**config.mk**
```make
export PLATFORM = sky130hd
export DESIGN_NAME = tcp_top
export DESIGN_NICKNAME = d
export VERILOG_FILES = /design/src/verilog/tcp_pkg.sv /design/src/verilog/tcp_i2c_slave.sv /design/src/verilog/tcp_top.sv
export SDC_FILE = /design/constraint.sdc
export NUM_CORES = 1
export LEC_CHECK = 0
export BUFFER_PORTS_ARGS = -buffer_cell sky130_fd_sc_hd__buf_2
export CAP_MARGIN = 10
export CORE_MARGIN = 1
export CORE_UTILIZATION = 30
export DETAILED_ROUTE_END_ITERATION = 8
export GPL_TIMING_DRIVEN = 0
export SYNTH_ARGS = -nofsm -noshare
export SYNTH_HDL_FRONTEND = slang
export SYNTH_SLANG_ARGS = --single-unit
```
**constraint.sdc**
```tcl
create_clock -name i_clk -period 4.4 [get_ports i_clk]
set_input_delay 0.22 -clock i_clk [delete_from_list [all_inputs] [get_ports i_clk]]
set_output_delay 0.22 -clock i_clk [all_outputs]
set_load 0.01 [all_outputs]
```
**src/verilog/tcp_pkg.sv**
```systemverilog
// Shared constants and types for the touch converter power and calibration control block.
package tcp_pkg;
	localparam int unsigned CLK_HZ        = 200_000_000;
	localparam int unsigned FP_PERIOD_MS  = 36;
	localparam int unsigned LP_STEP_MS    = 200;
	localparam int unsigned FP_PERIOD_CYC = FP_PERIOD_MS * (CLK_HZ / 1000);
	localparam int unsigned LP_STEP_CYC   = LP_STEP_MS * (CLK_HZ / 1000);

	localparam logic [9:0]  ADDR_POWER_CONFIG = 10'h000;
	localparam logic [9:0]  ADDR_STEP_RECAL   = 10'h001;
	localparam logic [15:0] POWER_CONFIG_RST  = 16'h0000;
	localparam logic [15:0] STEP_RECAL_RST    = 16'h0000;
	localparam logic [15:0] POWER_WR_MASK     = 16'hDBFF;

	localparam int unsigned SEL_W          = 2;
	localparam int unsigned STAGES_W       = 4;
	localparam int unsigned RECAL_W        = 8;
	localparam int unsigned RECAL_IDX_W    = 3;
	localparam int unsigned MODE_LSB       = 0;
	localparam int unsigned SLEEP_LSB      = 2;
	localparam int unsigned STAGES_LSB     = 4;
	localparam int unsigned DECIM_LSB      = 8;
	localparam int unsigned SOFT_RESET_BIT = 10;
	localparam int unsigned IRQ_POL_BIT    = 11;
	localparam int unsigned EXCITE_OFF_BIT = 12;
	localparam int unsigned UNUSED_BIT     = 13;
	localparam int unsigned BIAS_LSB       = 14;
	localparam int unsigned RECAL_LSB      = 0;
	localparam int unsigned ACT_SKIP_LSB   = 12;
	localparam int unsigned IDLE_SKIP_LSB  = 14;

	localparam logic [1:0] MODE_FULL = 2'h0;
	localparam logic [1:0] MODE_OFF1 = 2'h1;
	localparam logic [1:0] MODE_LOW  = 2'h2;
	localparam logic [1:0] MODE_OFF3 = 2'h3;
	localparam logic [3:0] STAGE_MAX    = 4'hB;
	localparam logic [3:0] RECAL_STAGES = 4'h8;

	localparam logic [1:0] DECIM_CODE_256 = 2'h0;
	localparam logic [1:0] DECIM_CODE_128 = 2'h1;
	localparam logic [8:0] DECIM_256      = 9'h100;
	localparam logic [8:0] DECIM_128      = 9'h080;
	localparam logic [8:0] DECIM_64       = 9'h040;
	localparam logic [4:0] ACT_SKIP_TBL [4] = '{5'h03, 5'h07, 5'h0F, 5'h1F};

	localparam logic [4:0] DEV_ADDR_HI = 5'h0B;
	localparam logic [3:0] I2C_BITS    = 4'h8;

	typedef enum logic [1:0] {S_OFF, S_WAIT, S_CONV} tcp_seq_state_t;
	typedef enum logic [2:0] {P_IDLE, P_DEV, P_AHI, P_ALO, P_WHI, P_WLO, P_RHI, P_RLO}
		tcp_i2c_phase_t;
endpackage

```
**src/verilog/tcp_i2c_slave.sv**
```systemverilog
// Serial register port: two-wire slave with 16-bit address and 16-bit data words.
`timescale 1ns/1ps
module tcp_i2c_slave (
	input  wire logic        i_clk,
	input  wire logic        i_rstn,
	input  wire logic        i_scl,
	input  wire logic        i_sda,
	output logic             o_sda_oe_n,
	output logic             o_wr,
	output logic [9:0]       o_addr,
	output logic [15:0]      o_wdata,
	input  wire logic [15:0] i_rdata
);
	import tcp_pkg::*;

	logic scl_m, scl_s, scl_d, sda_m, sda_s, sda_d;
	tcp_i2c_phase_t ph_r, ph_next;
	logic [3:0] cnt_r;
	logic [7:0] sh_r, wd_hi_r, rbyte;
	logic [9:0] addr_r;
	logic       ack_r, drv_r, rd_r, nack_r, wr_r;
	logic [15:0] wdata_r;
	logic start, stop, rise, fall, rd_ph, match;

	assign start = scl_s && scl_d && sda_d && !sda_s;
	assign stop  = scl_s && scl_d && !sda_d && sda_s;
	assign rise  = scl_s && !scl_d;
	assign fall  = !scl_s && scl_d;
	assign rd_ph = (ph_r == P_RHI) || (ph_r == P_RLO);
	assign match = sh_r[7:3] == DEV_ADDR_HI;
	assign rbyte = (ph_next == P_RHI) ? i_rdata[15:8] : i_rdata[7:0];

	always_comb begin
		unique case (ph_r)
			P_DEV:   ph_next = rd_r ? P_RHI : P_AHI;
			P_AHI:   ph_next = P_ALO;
			P_ALO:   ph_next = P_WHI;
			P_WHI:   ph_next = P_WLO;
			P_WLO:   ph_next = P_WHI;
			P_RHI:   ph_next = P_RLO;
			P_RLO:   ph_next = nack_r ? P_IDLE : P_RHI;
			default: ph_next = P_IDLE;
		endcase
	end

	// Both wires are synchronised; the start and stop detectors compare the second stage with the third.
	always_ff @(posedge i_clk or negedge i_rstn) begin
		if (!i_rstn) begin
			{scl_m, scl_s, scl_d, sda_m, sda_s, sda_d} <= 6'h3F;
		end else begin
			{scl_m, scl_s, scl_d} <= {i_scl, scl_m, scl_s};
			{sda_m, sda_s, sda_d} <= {i_sda, sda_m, sda_s};
		end
	end

	always_ff @(posedge i_clk or negedge i_rstn) begin
		if (!i_rstn) begin
			ph_r <= P_IDLE;
			cnt_r <= 4'h0;
			sh_r <= 8'h00;
			wd_hi_r <= 8'h00;
			addr_r <= 10'h000;
			{ack_r, drv_r, rd_r, nack_r, wr_r} <= 5'h00;
			wdata_r <= 16'h0000;
		end else begin
			wr_r <= 1'b0;
			if (start) begin
				ph_r <= P_DEV;
				cnt_r <= 4'h0;
				{ack_r, drv_r, nack_r} <= 3'h0;
			end else if (stop) begin
				ph_r <= P_IDLE;
				{ack_r, drv_r} <= 2'h0;
			end else if (ph_r != P_IDLE && rise) begin
				if (ack_r) begin
					nack_r <= sda_s;
				end else begin
					cnt_r <= cnt_r + 4'h1;
					if (!rd_ph) begin
						sh_r <= {sh_r[6:0], sda_s};
					end
				end
			end else if (ph_r != P_IDLE && fall) begin
				if (ack_r) begin
					ack_r <= 1'b0;
					cnt_r <= 4'h0;
					ph_r <= ph_next;
					drv_r <= 1'b0;
					if (ph_next == P_RHI || ph_next == P_RLO) begin
						sh_r <= {rbyte[6:0], 1'b0};
						drv_r <= !rbyte[7];
					end
					if (ph_r == P_WLO) begin
						addr_r <= addr_r + 10'h001;
					end
				end else if (cnt_r == I2C_BITS) begin
					// A foreign device address is left alone until the next start.
					if (ph_r == P_DEV && !match) begin
						ph_r <= P_IDLE;
						drv_r <= 1'b0;
					end else begin
						ack_r <= 1'b1;
						drv_r <= !rd_ph;
						unique case (ph_r)
							P_DEV: rd_r <= sh_r[0];
							P_AHI: addr_r[9:8] <= sh_r[1:0];
							P_ALO: addr_r[7:0] <= sh_r;
							P_WHI: wd_hi_r <= sh_r;
							P_WLO: begin
								wdata_r <= {wd_hi_r, sh_r};
								wr_r <= 1'b1;
							end
							P_RLO: addr_r <= addr_r + 10'h001;
							default: ;
						endcase
					end
				end else if (rd_ph) begin
					drv_r <= !sh_r[7];
					sh_r <= {sh_r[6:0], 1'b0};
				end
			end
		end
	end

	assign o_sda_oe_n = !drv_r;
	assign o_wr       = wr_r;
	assign o_addr     = addr_r;
	assign o_wdata    = wdata_r;
endmodule

```
**src/verilog/tcp_top.sv**
```systemverilog
// Power, sequencing and calibration control of the touch converter, with its serial register port.
// How it works
// - Mode code 00 runs full power with a sequence about every 36 ms, code 10 runs low power.
// - Mode codes 01 and 11 shut the converter down so that no conversion ever starts.
// - In low power the gap between sequences is 200, 400, 600 or 800 ms by bits 3:2.
// - A sequence has N+1 stages from bits 7:4, at most twelve stages for code 1011 and above.
// - Bits 9:8 select decimation 256, 128, or 64 for both upper codes.
// - Writing one to bit 10 returns both registers to their defaults and the bit never sticks.
// - The interrupt pin is active low when bit 11 is zero and active high when it is one.
// - Bit 12 at zero lets the excitation reach the sense inputs and at one withholds it.
// - Bits 15:14 give the converter bias setting, nominal or plus 20, 35 or 50 percent.
// - Bits 7:0 of the calibration register permit calibration of stages 0 to 7 one by one.
// - In full power averaging skips 3, 7, 15 or 31 samples by bits 13:12.
// - In low power averaging uses all samples or skips 1, 2 or 3 by bits 15:14.
// - Both registers reset to zero, giving full power with all calibration off.
`timescale 1ns/1ps
module tcp_top #(
	parameter int unsigned P_FP_CYC      = tcp_pkg::FP_PERIOD_CYC,
	parameter int unsigned P_LP_STEP_CYC = tcp_pkg::LP_STEP_CYC
) (
	input  wire logic  i_clk,
	input  wire logic  i_rstn,
	input  wire logic  i_scl,
	input  wire logic  i_sda,
	output logic       o_sda,
	output logic       o_sda_oe_n,
	input  wire logic  i_irq_req,
	input  wire logic  i_conv_done,
	output logic       o_int,
	output logic       o_conv_start,
	output logic [3:0] o_stage_idx,
	output logic       o_cal_allow,
	output logic [7:0] o_recal_en,
	output logic [4:0] o_skip_cnt,
	output logic [8:0] o_decim,
	output logic [1:0] o_bias_sel,
	output logic       o_excite_en,
	output logic       o_low_power,
	output logic       o_shutdown
);
	import tcp_pkg::*;

	function automatic logic hit(input logic [9:0] a, input logic [9:0] r);
		return a == r;
	endfunction

	logic [15:0] pwr_r, pwr_nxt, cal_r, cal_nxt, wdata, rdata;
	logic [9:0]  addr;
	logic        wr, soft_rst, pwr_wr, cal_wr;
	logic [1:0]  mode, sleep, decim_code;
	logic [3:0]  stages_n, last_stage, stg_r, stg_nxt;
	logic [7:0]  recal;
	logic        shut, low;
	logic [31:0] cnt_r, cnt_nxt, tgt;
	logic        expire, start_r, start_nxt, int_r;
	tcp_seq_state_t st_r, st_nxt;

	tcp_i2c_slave u_i2c (
		.i_clk      (i_clk),
		.i_rstn     (i_rstn),
		.i_scl      (i_scl),
		.i_sda      (i_sda),
		.o_sda_oe_n (o_sda_oe_n),
		.o_wr       (wr),
		.o_addr     (addr),
		.o_wdata    (wdata),
		.i_rdata    (rdata)
	);

	// Register decode. Software reset wins over the data written beside it.
	assign pwr_wr   = wr && hit(addr, ADDR_POWER_CONFIG);
	assign cal_wr   = wr && hit(addr, ADDR_STEP_RECAL);
	assign soft_rst = pwr_wr && wdata[SOFT_RESET_BIT];
	assign pwr_nxt  = soft_rst ? POWER_CONFIG_RST :
		pwr_wr ? (wdata & POWER_WR_MASK) : pwr_r;
	assign cal_nxt  = soft_rst ? STEP_RECAL_RST : cal_wr ? wdata : cal_r;
	assign rdata    = hit(addr, ADDR_POWER_CONFIG) ? pwr_r :
		hit(addr, ADDR_STEP_RECAL) ? cal_r : 16'h0000;

	always_ff @(posedge i_clk or negedge i_rstn) begin
		if (!i_rstn) begin
			pwr_r <= POWER_CONFIG_RST;
			cal_r <= STEP_RECAL_RST;
		end else begin
			pwr_r <= pwr_nxt;
			cal_r <= cal_nxt;
		end
	end

	// Field extraction.
	assign mode       = pwr_r[MODE_LSB +: SEL_W];
	assign sleep      = pwr_r[SLEEP_LSB +: SEL_W];
	assign stages_n   = pwr_r[STAGES_LSB +: STAGES_W];
	assign decim_code = pwr_r[DECIM_LSB +: SEL_W];
	assign recal      = cal_r[RECAL_LSB +: RECAL_W];
	assign shut       = (mode == MODE_OFF1) || (mode == MODE_OFF3);
	assign low        = mode == MODE_LOW;
	// Codes above the maximum are clamped rather than running past the last stage bank.
	assign last_stage = (stages_n > STAGE_MAX) ? STAGE_MAX : stages_n;

	// Wait length between sequences; the low power gap is a multiple of the 200 ms step.
	assign tgt    = low ? 32'(P_LP_STEP_CYC * (32'(sleep) + 32'h1)) : 32'(P_FP_CYC);
	// Compare with >= so that shortening the interval mid-wait cannot strand the counter.
	assign expire = (cnt_r + 32'h1) >= tgt;

	always_comb begin
		st_nxt    = st_r;
		cnt_nxt   = cnt_r;
		stg_nxt   = stg_r;
		start_nxt = 1'b0;
		unique case (st_r)
			S_OFF: begin
				if (!shut) begin
					st_nxt  = S_WAIT;
					cnt_nxt = 32'h0;
				end
			end
			S_WAIT: begin
				if (shut) begin
					st_nxt = S_OFF;
				end else if (expire) begin
					st_nxt    = S_CONV;
					stg_nxt   = 4'h0;
					start_nxt = 1'b1;
				end else begin
					cnt_nxt = cnt_r + 32'h1;
				end
			end
			S_CONV: begin
				if (shut) begin
					st_nxt = S_OFF;
				end else if (i_conv_done) begin
					if (stg_r >= last_stage) begin
						st_nxt  = S_WAIT;
						cnt_nxt = 32'h0;
					end else begin
						stg_nxt   = stg_r + 4'h1;
						start_nxt = 1'b1;
					end
				end
			end
			default: st_nxt = S_OFF;
		endcase
		if (soft_rst) begin
			st_nxt    = S_WAIT;
			cnt_nxt   = 32'h0;
			stg_nxt   = 4'h0;
			start_nxt = 1'b0;
		end
	end

	always_ff @(posedge i_clk or negedge i_rstn) begin
		if (!i_rstn) begin
			st_r    <= S_WAIT;
			cnt_r   <= 32'h0;
			stg_r   <= 4'h0;
			start_r <= 1'b0;
			int_r   <= 1'b1;
		end else begin
			st_r    <= st_nxt;
			cnt_r   <= cnt_nxt;
			stg_r   <= stg_nxt;
			start_r <= start_nxt;
			int_r   <= pwr_r[IRQ_POL_BIT] ? i_irq_req : !i_irq_req;
		end
	end

	assign o_sda        = 1'b0;
	assign o_int        = int_r;
	assign o_conv_start = start_r;
	assign o_stage_idx  = stg_r;
	assign o_recal_en   = recal;
	// Stages beyond the eighth have no enable bit, so their calibration is always inhibited.
	assign o_cal_allow  = (st_r == S_CONV) && (stg_r < RECAL_STAGES) &&
		recal[stg_r[RECAL_IDX_W-1:0]];
	assign o_skip_cnt   = low ? {3'h0, cal_r[IDLE_SKIP_LSB +: SEL_W]} :
		ACT_SKIP_TBL[cal_r[ACT_SKIP_LSB +: SEL_W]];
	assign o_decim      = (decim_code == DECIM_CODE_256) ? DECIM_256 :
		(decim_code == DECIM_CODE_128) ? DECIM_128 : DECIM_64;
	assign o_bias_sel   = pwr_r[BIAS_LSB +: SEL_W];
	assign o_excite_en  = !pwr_r[EXCITE_OFF_BIT];
	assign o_low_power  = low;
	assign o_shutdown   = shut;
endmodule
```
Word-level counts from Yosys, hierarchy flattened

Index checks and enable logic that the tools add are counted.

Add/sub/neg operators: 5
$mul: 1
$lt $le $gt $ge: 6
Equal/unequal tests: 38
Muxes and demuxes: 106
Bitwise logic cells: 6
Reduce and logical (&&, ||, !) cells: 65

Operators with widths:

| cell                  | number |
|---|---|
| $mux 32               | 7 |
| $mux 16               | 6 |
| $pmux 32 s3           | 1 |
| $mux 8                | 10 |
| $mux 4                | 13 |
| $reduce_and 8->1      | 6 |
| $mux 10               | 4 |
| $mux 1                | 36 |
| $add 32x1->32 const B | 1 |
| $ge 32x29->1          | 1 |
| $mux 29               | 1 |
| $mux 3                | 9 |
| $ne 3x3->1 const B    | 9 |
| $reduce_bool 3->1     | 8 |
| $mul 17x3->20 const A | 1 |
| $eq 3x3->1 const B    | 6 |
| $pmux 3 s6            | 1 |
| $pmux 8 s2            | 1 |
| $logic_and 1x1->1     | 15 |
| $mux 5                | 3 |
| $mux 2                | 7 |
| $ne 4x4->1 const B    | 3 |
| $reduce_and 4->1      | 3 |
| $reduce_bool 2->1     | 6 |
| 38 further kinds      | 69 |

Flip-flop bits (word level): 132
Input port bits: 6
Output and inout bits: 36
Word-level logic and storage cells: 252

Logic depth before layout (Yosys ltp)

Gate-level depths: netlist of the first run.

Word-level depth: 12
Mapped depth: 20

By module

Synthesis of the first run repeated with hierarchy kept, for this count alone.

Cell total of the unflattened synthesis: 958
Area total of the unflattened synthesis: 8740.9 um2

Modules (own cells, without submodules):

| module        | times used | cells each | area each (um2) |
|---|---|---|---|
| tcp_top       | 1          | 675        | 5592.9 |
| tcp_i2c_slave | 1          | 283        | 3148.0 |

Worst setup path before layout of the first run

OpenSTA, ideal clock, no wires.

Kind: flip-flop to flip-flop
From: register pwr_r[2]
To: register cnt_r[6]
Library setup time: 0.070 ns
Arrival time: 3.909 ns
Path slack: 0.422 ns
Cell stages (with the launch flop): 19
Period minus slack after synthesis: 3.978 ns
Cells stage by stage: dfrtp_1 > clkbuf_1 > inv_1 > ha_1 > clkbuf_1 > xnor2_1 > ha_1 > o2111a_1 > o21ai_0 > ha_1 > a21oi_1 > o21ai_0 > a221oi_1 > nor2_1 > and4b_1 > buf_6 > nand2_1 > or4_1 > nand3_1

Cells in the longest elaborated chain, start to end: 6

RTL lines:

| item                       | line           | source |
|---|---|---|
| start, declared            | tcp_top.sv:47  | `logic [15:0] pwr_r, pwr_nxt, cal_r, cal_nxt, wdata, rdata;` |
| start signal, assigned     | tcp_top.sv:85  | `pwr_r <= pwr_nxt;` |
| $add 2x1->3                | tcp_top.sv:102 | `assign tgt = low ? 32'(P_LP_STEP_CYC * (32'(sleep) + 32'h1)) : 32'(P_FP_CYC);` |
| $mul 17x3->20              | tcp_top.sv:102 |  |
| $mux 29                    | tcp_top.sv:102 |  |
| $ge 32x29->1               | tcp_top.sv:104 | `assign expire = (cnt_r + 32'h1) >= tgt;` |
| $ne 3x3->1 (no line)       | --             |  |
| $reduce_and 7->1 (no line) | --             |  |
| end signal, assigned       | tcp_top.sv:161 | `cnt_r <= cnt_nxt;` |
| end, declared              | tcp_top.sv:54  | `logic [31:0] cnt_r, cnt_nxt, tgt;` |

No other way between the ends.
A chain may end at the register's enable or synchronous reset.

Worst setup path after layout of the first run

From: register pwr_r[3]
To: register cnt_r[27]

Same word-level chain as after synthesis.

==> out/metrics.yaml, run 1 <==
die_area_mm2: 0.0273
tns_ns: 0
ioPinCount: 42
cts_made_buffers: 17
grt_max_degree: 98
dp_hpwl_um: 14600
outcome: "finished, violations left"
synth_commonest_cells: "nand2_1, dfrtp_1, o21ai_0, nor2_1, a21oi_1"
wire_per_inst_um: 15.8
hp-class: "input port to asynchronous set/reset pin"
ant_nets: 0
fmax_mhz: 239
ys_seq_area_frac: 0.408
yosysTopAreaCell: "dfrtp_1"
layout_min_cycle_time_ns: 4.19
fin_cells: 1303
critPathMaxStageDelay_ns: 0.54
synth-seq-cells: 130
gp_congestion: 0.822
hold_viol_final: 0
ctsLongestPathBuffers: 2
violations: "DRC"
synth-edff-count: 0
synthTopCellsByArea: "dfrtp_1, ha_1, nand2_1, o21ai_0, mux2i_1"
syn_area_mm2: 0.00800
n_antenna_cell: 0
cp_max_fo: 10
setup_viol: 0
post-route-period-util: 0.952
drt_iter0_drc: 432
cp-end-kind: "flip-flop"
synth_most_common_cell: "nand2_1"
vias: 6683
max_slew.worst_pin.slew_ns: 0.832
insertion_delay_ns: 0.43
crit_arrival_ns: 4.55
path_cells: "inv_1 > ha_4 > xnor2_1 > ha_1 > o2111a_1 > o21ai_0 > ha_1 > nand4_1 > nor4_4 > nor3b_1 > a32oi_2 > and2_4 > buf_6 > o21ai_4 > buf_6 > a32o_1"
power.density_mw_per_mm2: 291
power.leakage_nw: 4.45
fp.dieH_um: 165
maxCapViolations: 0
cts-htree-levels: 4
cts_num_sinks: 130
clkTransAtPathRegs_ns: 0.06
slew_headroom: 0.445
worst_slack_ns: 0.213
synthToLayoutAreaGrowth_pct: 18.2
antenna_found_initial: 0
fin_skew_ns: 0.00926
routed_via_density: 5.13
peakVddDrop_mv: 0.212
worstPathRequired_ns: 4.76
grt-ovfl-total: 0
slowest_stage: "dfrtp_1"
synth_cell_types: 68
path_class: "flip-flop to flip-flop"
track_usage: 0.160
cts_tree: "built"
grt_pass1_wl_um: 34100
post-place-ws_ns: -0.546
numPortBuffers: 34
dr.pass1.iters: 7
dp.cells: 1262
slew_viol_final: 0
root_buffer: "clkbuf_16"
core_area_mm2: 0.0261
utilization: 0.362
syn_inst: 886
drive_gt1_frac: 0.157
totalWireLength_um: 20600
avgSynthCellArea_um2: 9.03
async_reset_ff_frac: 1.00
fin_nets: 1006
first_global_vias: 6617
die_x_um: 165
num_rows: 59
synth_top_area_frac: 0.381
drc: 10
startpoint_type: "flip-flop"
synthFlopType: "dfrtp_1"
initial_core_util: 0.306
ys_warn_count: 0
metal layers:
layer,vias up,GRT usage,wire length (µm),part of all wire
met2,136,0.252,9540,0.46
met3,24,0.0402,1010,0.049
met4,0,0.0455,294,0.014
li1,3281,-,-,-
met5,-,0,0,0
met1,3242,0.216,9710,0.47
layout make-up:
cell class,instances,area (µm²)
inverter,31,116
sequential,130,3270
multi-input combinational,670,4420
timing repair buffer,46,297
fill,2667,16700
clock buffer,21,450
buffer,59,332
tap,335,419
clock inverter,11,158
critical path, delay by kind of cell, from the launching register on:
| family | cells | cell delay (ns) |
|---|---|---|
| simple gates | 4 | 1.08 |
| fa+ha+maj | 3 | 0.95 |
| compound gates | 5 | 0.86 |
| flops | 1 | 0.54 |
| buf+inv | 3 | 0.51 |
| xor+xnor | 1 | 0.17 |
state kept, by name, summed over array words and instances (netlist names), 8 cells and up:
| register | cells |
|---|---|
| pwr_r | 14 |
| u_i2c.o_addr | 10 |
| u_i2c.o_wdata | 16 |
| cnt_r | 32 |
| u_i2c.sh_r | 8 |
| cal_r | 16 |
| u_i2c.wd_hi_r | 8 |
where the power goes:
part | total (mW) | internal [mW] | switching [mW] | leakage [nW]
clock | 1.47 | 0.912 | 0.562 | 0.288
sequential | 1.21 | 1.21 | 0.00659 | 1.76
combinational | 0.0644 | 0.0209 | 0.0435 | 2.41
repair_timing:
action,CTS,global route
hold endpoints to repair,36,0
setup endpoints to repair,39,38
pin swaps,3,4
hold buffers,4,0
gates resized for setup,12,17
buffers inserted,5,2
final timing paths:
kind                                  start           end  slack [ns]  cells past startpoint
worst max-delay path               pwr_r[3]     cnt_r[27]        0.21                     16
worst min-delay path                 i_rstn      cnt_r[0]        0.26                      2
worst max register to register     pwr_r[3]     cnt_r[27]        0.21                     16
worst min register to register  u_i2c.sda_m   u_i2c.sda_s        0.35                      0
max in group asynchronous            i_rstn   u_i2c.sda_d        3.33                      3
min in group i_clk              i_conv_done  o_conv_start        0.28                      5
through the flow:
stage                     cell area [µm²]  hold WS [ns]  total power [mW]
after CTS                            9380         0.263              2.78
after detailed placement             8650         0.143              1.30
after global routing                 9460         0.302              2.84
after floorplan                      8030       -0.0756              1.26
final                                9460         0.264              2.75
after global placement               8620         0.326              1.29
kinds of logic after synthesis:
group | Yosys count | synth area share
buffers and inverters | 92 | 0.0553
AO/OA/AOI/OAI | 206 | 0.167
XOR/XNOR | 32 | 0.0350
adder cells (fa/ha/maj) | 45 | 0.0703
flip-flops | 130 | 0.408
AND/OR/NAND/NOR | 332 | 0.199
multiplexers | 48 | 0.0655
other | 1 | 0.000469
cell usage in the layout (no fill, tap or decap), drive strengths merged, types with 31 or more instances in the layout:
master	instances
a21oi	50
buf	70
clkbuf	52
dfrtp	122
ha	45
mux2i	31
nand2	142
nand3	40
nor2	61
o21ai	64
Note: power is estimated with default switching activity, not from simulation.
==> run 2: changes to the inputs <==
--- a/config.mk
+++ b/config.mk
@@ -7,7 +7,7 @@
 export LEC_CHECK = 0
 export BUFFER_PORTS_ARGS = -buffer_cell sky130_fd_sc_hd__buf_2
 export CAP_MARGIN = 10
-export CORE_MARGIN = 1
+export CORE_MARGIN = 10
 export CORE_UTILIZATION = 30
 export DETAILED_ROUTE_END_ITERATION = 8
 export GPL_TIMING_DRIVEN = 0
==> run 2 against run 1 <==
Net effect: the run now ends clean; register-to-register slack is essentially flat; largest power group unchanged; critical path type unchanged; via count grew 2.4%; clock power grew 5%; power grew 2.7%; sequential cell count is the same; non-clock buffer count grew 2; die area grew 23%; routed wire length grew 4.4%; global-route usage shrank 3.0 points; count of clock-buffer cells in the layout shrank 3; clock skew grew 0.0027 ns.
==> out/metrics.yaml, run 2 (synthesis gave the netlist of run 1 again) <==
critical-path-top-delay-family: "simple AND/OR/NAND/NOR gates"  # unchanged
crit_arrival_ns: 4.50  # was 4.55 ns
core_area_mm2: 0.0261  # unchanged
hold_viol_final: 0  # unchanged
total_power_mw: 2.82  # was 2.75 mW
insertion_delay_ns: 0.44  # was 0.43 ns
cts_made_buffers: 17  # unchanged
vias: 6846  # was 6683
cts-htree-levels: 4  # unchanged
startpoint_type: "flip-flop"  # unchanged
postPlaceCellArea_mm2: 0.00865  # unchanged
track_usage: 0.130  # was 0.160
initial_core_util: 0.306  # unchanged
cpMostUsedCell: "buf_6"
slowest_stage: "a2111oi_1"  # was dfrtp_1
cts_tree: "built"  # unchanged
cp.depth: 17  # was 16
largest_reg_flops: 32  # unchanged
antenna_found_initial: 0  # unchanged
fp.dieH_um: 183  # was 165 µm
n_antenna_cell: 0  # unchanged
ant_nets: 0  # unchanged
drc: 0  # was 10
max_slew.worst_pin.slew_ns: 0.843  # was 0.832 ns
gp_congestion: 0.823  # was 0.822
first_global_vias: 6691  # was 6617
synthToLayoutAreaGrowth_pct: 18.9  # was 18.2%
crit_start: "cnt_r[5]"  # was pwr_r[3]
wire_per_inst_um: 16.4  # was 15.8 µm
slew_viol_final: 0  # unchanged
rsz0062_at_grt: "no"
fin_nets: 1008  # was 1006
maxCapViolations: 0  # unchanged
peakVddDrop_mv: 0.216  # was 0.212 mV
ioPinCount: 42  # unchanged
path_class: "flip-flop to flip-flop"  # unchanged
power.density_mw_per_mm2: 297  # was 291 mW/mm²
dr.pass1.iters: 5  # was 7
die_area_mm2: 0.0336  # was 0.0273 mm²
r2r-end: "cnt_r[7]"  # was cnt_r[27]
post-route-period-util: 0.949  # was 0.952
reg2reg_from: "cnt_r[5]"  # was pwr_r[3]
ctsLongestPathBuffers: 2  # unchanged
cp-end-kind: "flip-flop"  # unchanged
rr_worst_depth: 17  # was 16
swShare: 0.237  # was 0.223
totalWireLength_um: 21500  # was 20600 µm
drive_gt1_frac: 0.165  # was 0.157
grt_pass1_wl_um: 35300  # was 34100 µm
setup_viol: 0  # unchanged
design_area_mm2: 0.00952  # was 0.00946 mm²
cts_num_sinks: 130  # unchanged
cp_max_fo: 10  # unchanged
grt-ovfl-total: 0  # unchanged
power.leakage_nw: 4.47  # was 4.45 nW
drt_iter0_drc: 479  # was 432
num_rows: 59  # unchanged
clkTransAtPathRegs_ns: 0.06  # about the same
intPower_mw: 2.15  # was 2.14 mW
path_cells: "buf_2 > nand4_4 > nor4_4 > nor2b_4 > nand3_1 > xnor2_1 > ha_1 > a2111oi_1 > o21ai_1 > a221oi_1 > nor2_1 > and4b_1 > buf_6 > buf_4 > nand4_1 > buf_6 > o41ai_1"  # was inv_1 > ha_4 > xnor2_1 > ha_1 > o2111a_1 > o21ai_0 > ha_1 > nand4_1 > nor4_4 > nor3b_1 > a32oi_2 > and2_4 > buf_6 > o21ai_4 > buf_6 > a32o_1
outcome: "completed"  # was finished, violations left
p_clk_frac: 0.548  # was 0.536
utilization: 0.364  # was 0.362
switchingPower_uw: 671  # was 612 µW
die_x_um: 183  # was 165 µm
final_common_cell: "nand2_1"  # unchanged
fmax_mhz: 240  # was 239 MHz
crit_buf_inv: 4  # was 3
layout_min_cycle_time_ns: 4.17  # was 4.19 ns
fin_skew_ns: 0.0120  # was 0.00926 ns
p_comb_frac: 0.023  # about the same
top_register: "cnt_r"  # unchanged
layout_common_cells: "nand2_1, dfrtp_1, o21ai_0, nor2_1, a21oi_1"  # unchanged
dp_hpwl_um: 15300  # was 14600 µm
slew_headroom: 0.438  # was 0.445
critPathMaxStageDelay_ns: 0.40  # was 0.54 ns
hp-class: "input port to asynchronous set/reset pin"  # unchanged
worstPathRequired_ns: 4.73  # was 4.76 ns
numPortBuffers: 34  # unchanged
root_buffer: "clkbuf_16"  # unchanged
grt_max_degree: 98  # unchanged
pwr-share-seq: 0.429  # was 0.441
fillers: 2679  # was 2667
routed_via_density: 5.25  # was 5.13
rrSetupSlack_ns: 0.23  # was 0.21 ns
## run 2: power groups by stage
stage | combinational, mW | sequential, mW | clock (mW)
global placement | 0.0594 | 1.23 | 0
global route | 0.0753 | 1.21 | 1.61
CTS | 0.0674 | 1.21 | 1.56
finish | 0.0657 | 1.21 | 1.55
floorplan | 0.0273 | 1.23 | 0
detailed placement | 0.0645 | 1.23 | 0
## run 2: through the flow
stage	setup TNS, ns	worst slack [ns]	hold WS [ns]	cells
floorplan	0	0.422	-0.0756	892
global placement	-15.39	-0.553	0.327	1261
detailed placement	-16.36	-0.571	0.141	1262
CTS	0	0.00510	0.257	1303
global route	0	0.0118	0.295	1305
finish	0	0.225	0.249	1305
## run 2: per-layer routing
metal  GRT usage  vias to the layer above  part of all wire
met1       0.169                     3368              0.46
met2       0.208                      155              0.47
met5           0                        -                 0
li1            -                     3292                 -
met3      0.0310                       31             0.053
met4      0.0420                        0             0.017
## run 2: worst max path at each step
stage / end
5_1_grt: cnt_r[29]
6_report: cnt_r[7]
4_1_cts: cnt_r[5]
3_5_place_dp: cnt_r[5]
2_1_floorplan: cnt_r[6]
3_3_place_gp: cnt_r[5]
## run 2: timing repair
action,4_1_cts,5_1_grt
pin swaps,3,3
setup buffers,7,2
endpoints found under the setup margin,39,39
hold buffers,4,0
hold endpoints to repair,36,0
gates resized for setup,13,22
## run 2: worst reg2reg max path, cell delays in order, from the launching register on
cell,delay (ns)
dfrtp_1,0.32
buf_2,0.20
nand4_4,0.20
nor4_4,0.31
nor2b_4,0.21
nand3_1,0.17
xnor2_1,0.18
ha_1,0.32
a2111oi_1,0.40
o21ai_1,0.14
a221oi_1,0.29
nor2_1,0.07
and4b_1,0.32
buf_6,0.15
buf_4,0.18
nand4_1,0.17
buf_6,0.22
o41ai_1,0.22
## run 2: area by class of cell
cell class / instances / area (µm²) / area share
clock buffers: 18 / 439 / 0.0461
plain buffers: 59 / 334 / 0.0351
repair buffers: 48 / 312 / 0.0327
multi-input cells: 670 / 4440 / 0.466
flip-flops and latches: 130 / 3270 / 0.343
clock inverters: 14 / 191 / 0.0201
well taps: 335 / 419 / 0.0440
inverters: 31 / 119 / 0.0125
==> run 3: changes to the inputs <==
--- a/config.mk
+++ b/config.mk
@@ -5,12 +5,14 @@
 export SDC_FILE = /design/constraint.sdc
 export NUM_CORES = 1
 export LEC_CHECK = 0
+export ABC_AREA = 1
 export BUFFER_PORTS_ARGS = -buffer_cell sky130_fd_sc_hd__buf_2
 export CAP_MARGIN = 10
 export CORE_MARGIN = 10
 export CORE_UTILIZATION = 30
 export DETAILED_ROUTE_END_ITERATION = 8
 export GPL_TIMING_DRIVEN = 0
+export PLACE_DENSITY = 0.48
 export SYNTH_ARGS = -nofsm -noshare
 export SYNTH_HDL_FRONTEND = slang
 export SYNTH_SLANG_ARGS = --single-unit
==> constraint.sdc (replaced) <==
create_clock -name i_clk -period 3.7 [get_ports i_clk]
set_input_delay 0.185 -clock i_clk [delete_from_list [all_inputs] [get_ports i_clk]]
set_output_delay 0.185 -clock i_clk [all_outputs]
set_load 0.01 [all_outputs]
==> run 3 against run 2 <==
Net effect: routed wire length increased by 7.5%; first-iteration DRC count is 3.5% lower; sequential cell count did not move; register-to-register slack better by 0.09 ns; utilization is 0.78 points lower; critical path depth increased by 4; power up 16%; non-clock buffer count shrank 10; worst setup slack improved by 0.088 ns; sequential share of layout area fell by 0.44 points; cell area is 1.2% higher; area after synthesis grew 3.1%; largest cell class unchanged.
==> out/metrics.yaml, run 3 <==
critical-path-top-delay-family: "simple AND/OR/NAND/NOR gates"  # unchanged
slew_viol_final: 0  # unchanged
p_comb_frac: 0.024  # was 0.023
drc: 0  # unchanged
outcome: "completed"  # unchanged
totalWireLength_um: 23100  # was 21500 µm
power.leakage_nw: 4.54  # was 4.47 nW
ioPinCount: 42  # unchanged
pwr-share-seq: 0.445  # was 0.429
postPlaceCellArea_mm2: 0.00891  # was 0.00865 mm²
power.density_mw_per_mm2: 339  # was 297 mW/mm²
clkTransAtPathRegs_ns: 0.06  # about the same
gp_congestion: 0.882  # was 0.823
swShare: 0.239  # was 0.237
p_clk_frac: 0.531  # was 0.548
synth_commonest_cells: "nand2_1, inv_1, dfrtp_1, o21ai_0, nor2_1"  # was nand2_1, dfrtp_1, o21ai_0, nor2_1, a21oi_1
avgSynthCellArea_um2: 7.73  # was 9.03 µm²
synth_cell_types: 49  # was 68
track_usage: 0.139  # was 0.130
ys_seq_area_frac: 0.395  # was 0.408
fin_nets: 1189  # was 1008
drt_iter0_drc: 462  # was 479
critPathMaxStageDelay_ns: 0.37  # was 0.40 ns
cts_num_sinks: 130  # unchanged
design_area_mm2: 0.00963  # was 0.00952 mm²
cp-end-kind: "flip-flop"  # unchanged
fmax_mhz: 295  # was 240 MHz
synth_most_common_cell: "nand2_1"  # unchanged
slowest_stage: "dfrtp_1"  # was a2111oi_1
tns_ns: 0  # unchanged
synth-edff-count: 0  # unchanged
syn_inst: 1067  # was 886
die_x_um: 186  # was 183 µm
n_antenna_cell: 0  # unchanged
grt_max_degree: 93  # was 98
initial_core_util: 0.305  # was 0.306
cts_tree: "built"  # unchanged
fp.dieH_um: 186  # was 183 µm
die_area_mm2: 0.0345  # was 0.0336 mm²
startpoint_type: "flip-flop"  # unchanged
slew_headroom: 0.590  # was 0.438
syn_area_mm2: 0.00825  # was 0.00800 mm²
fin_skew_ns: 0.0106  # was 0.0120 ns
switchingPower_uw: 780  # was 671 µW
synth-seq-cells: 130  # unchanged
setup_viol: 0  # unchanged
final_common_cell: "nand2_1"  # unchanged
ant_nets: 0  # unchanged
synthTopCellsByArea: "dfrtp_1, nand2_1, ha_1, o21ai_0, inv_1"  # was dfrtp_1, ha_1, nand2_1, o21ai_0, mux2i_1
hold_viol_final: 0  # unchanged
cp_max_fo: 10  # unchanged
num_rows: 60  # was 59
drive_gt1_frac: 0.156  # was 0.165
largest_reg_flops: 32  # unchanged
ctsLongestPathBuffers: 2  # unchanged
insertion_delay_ns: 0.43  # was 0.44 ns
ys_warn_count: 0  # unchanged
root_buffer: "clkbuf_16"  # unchanged
cts_made_buffers: 17  # unchanged
dp_hpwl_um: 17200  # was 15300 µm
routed_via_density: 4.84  # was 5.25
layout_min_cycle_time_ns: 3.39  # was 4.17 ns
synth_top_area_frac: 0.370  # was 0.381
core_area_mm2: 0.0270  # was 0.0261 mm²
path_cells: "ha_1 > nand2_1 > inv_2 > nand3_1 > nor2_4 > nand3_2 > nor3_4 > nand2_1 > nor2_1 > xor2_1 > ha_1 > inv_1 > a21oi_2 > nand3_1 > nor2_1 > nor2_4 > nand2_2 > nand2_4 > nand2_8 > buf_6 > o21ai_2"  # was buf_2 > nand4_4 > nor4_4 > nor2b_4 > nand3_1 > xnor2_1 > ha_1 > a2111oi_1 > o21ai_1 > a221oi_1 > nor2_1 > and4b_1 > buf_6 > buf_4 > nand4_1 > buf_6 > o41ai_1
async_reset_ff_frac: 1.00  # unchanged
hp-class: "input port to flip-flop"  # was input port to asynchronous set/reset pin
first_global_vias: 7000  # was 6691
yosysTopAreaCell: "dfrtp_1"  # unchanged
numPortBuffers: 34  # unchanged
layout_common_cells: "nand2_1, dfrtp_1, inv_1, o21ai_0, nor2_1"  # was nand2_1, dfrtp_1, o21ai_0, nor2_1, a21oi_1
path_class: "flip-flop to flip-flop"  # unchanged
fin_cells: 1492  # was 1305
max_slew.worst_pin.slew_ns: 0.614  # was 0.843 ns
antenna_found_initial: 0  # unchanged
peakVddDrop_mv: 0.303  # was 0.216 mV
top_register: "cnt_r"  # unchanged
intPower_mw: 2.48  # was 2.15 mW
cts-htree-levels: 4  # unchanged
synthFlopType: "dfrtp_1"  # unchanged
grt_pass1_wl_um: 37800  # was 35300 µm
vias: 7214  # was 6846
grt-ovfl-total: 0  # unchanged
rsz0062_at_grt: "no"  # unchanged
worstPathRequired_ns: 4.02  # was 4.73 ns
dp.cells: 1449  # was 1262
wire_per_inst_um: 15.5  # was 16.4 µm
crit_buf_inv: 3  # was 4
maxCapViolations: 0  # unchanged
post-route-period-util: 0.915  # was 0.949
dr.pass1.iters: 5  # unchanged
synthToLayoutAreaGrowth_pct: 16.7  # was 18.9%
crit_arrival_ns: 3.70  # was 4.50 ns
==> run 3: cell type report <==
class	instances	area, µm²
fillers	2875	17400
multi-input cells	764	4250
flip-flops and latches	130	3260
inverters	128	484
clock buffers	19	443
well taps	341	427
plain buffers	51	320
repair buffers	46	297
clock inverters	13	151
==> run 3: final timing paths <==
kind	from	to	slack, ns	cells after the start
max	cnt_r[0]	cnt_r[11]	0.31	21
min	i_conv_done	o_conv_start	0.09	5
max reg2reg	cnt_r[0]	cnt_r[11]	0.31	21
min reg2reg	u_i2c.sda_m	u_i2c.sda_s	0.36	0
max in group asynchronous	i_rstn	u_i2c.scl_d	2.64	3
min in group asynchronous	i_rstn	cnt_r[31]	0.24	2
==> run 3: tightest hold or removal path, cell delays in order <==
cell and delay [ns]:
buf_2 0.11, nand3_1 0.07, nand2_1 0.05, nand2_1 0.05, nor2_1 0.03
==> run 3: power groups by stage <==
stage / clock (mW) / combinational [mW] / sequential, mW
4_1_cts: 1.77 / 0.0812 / 1.45
6_report: 1.73 / 0.0779 / 1.45
3_5_place_dp: 0 / 0.0776 / 1.48
2_1_floorplan: 0 / 0.0300 / 1.47
5_1_grt: 1.84 / 0.0909 / 1.45
3_3_place_gp: 0 / 0.0738 / 1.48
==> run 3: stage by stage <==
| stage | hold slack [ns] | power (mW) | util | worst slack (ns) |
|---|---|---|---|---|
| final | 0.0939 | 3.26 | 0.356 | 0.314 |
| after global routing | 0.127 | 3.39 | 0.356 | 0.00672 |
| after CTS | 0.0806 | 3.30 | 0.353 | 0.000230 |
| after detailed placement | 0.142 | 1.56 | 0.330 | -0.0855 |
| after global placement | 0.290 | 1.55 | 0.328 | -0.0560 |
| after floorplan | -0.111 | 1.50 | - | 0.585 |
==> run 3: cells by family (layout without fill, tap and decap cells) <==
kind of cell	Yosys count	count (layout)	share of synthesized area
buffers and inverters	179	257	0.0969
DFF	130	130	0.395
xor gates and xnor gates	30	30	0.0318
and+or+nand+nor	477	477	0.259
other	1	7	0.000454
AOI/OAI and AO/OA	205	205	0.148
adders and majority gates	45	45	0.0682
==> run 3: repair_timing <==
action                     CTS  global route
setup endpoints to repair   31            38
cloned                       0             0
hold buffers                 4             0
resized for setup            3             9
setup buffers                0             7
pin swaps                    0             2
hold endpoints to repair    40             0
==> run 3: layer usage <==
metal	up-vias	global-route usage	wire length, µm
met1	3407	0.190	11300
met4	0	0.0480	500
met2	141	0.212	10300
met5	-	0	0
li1	3637	-	-
met3	29	0.0296	1030
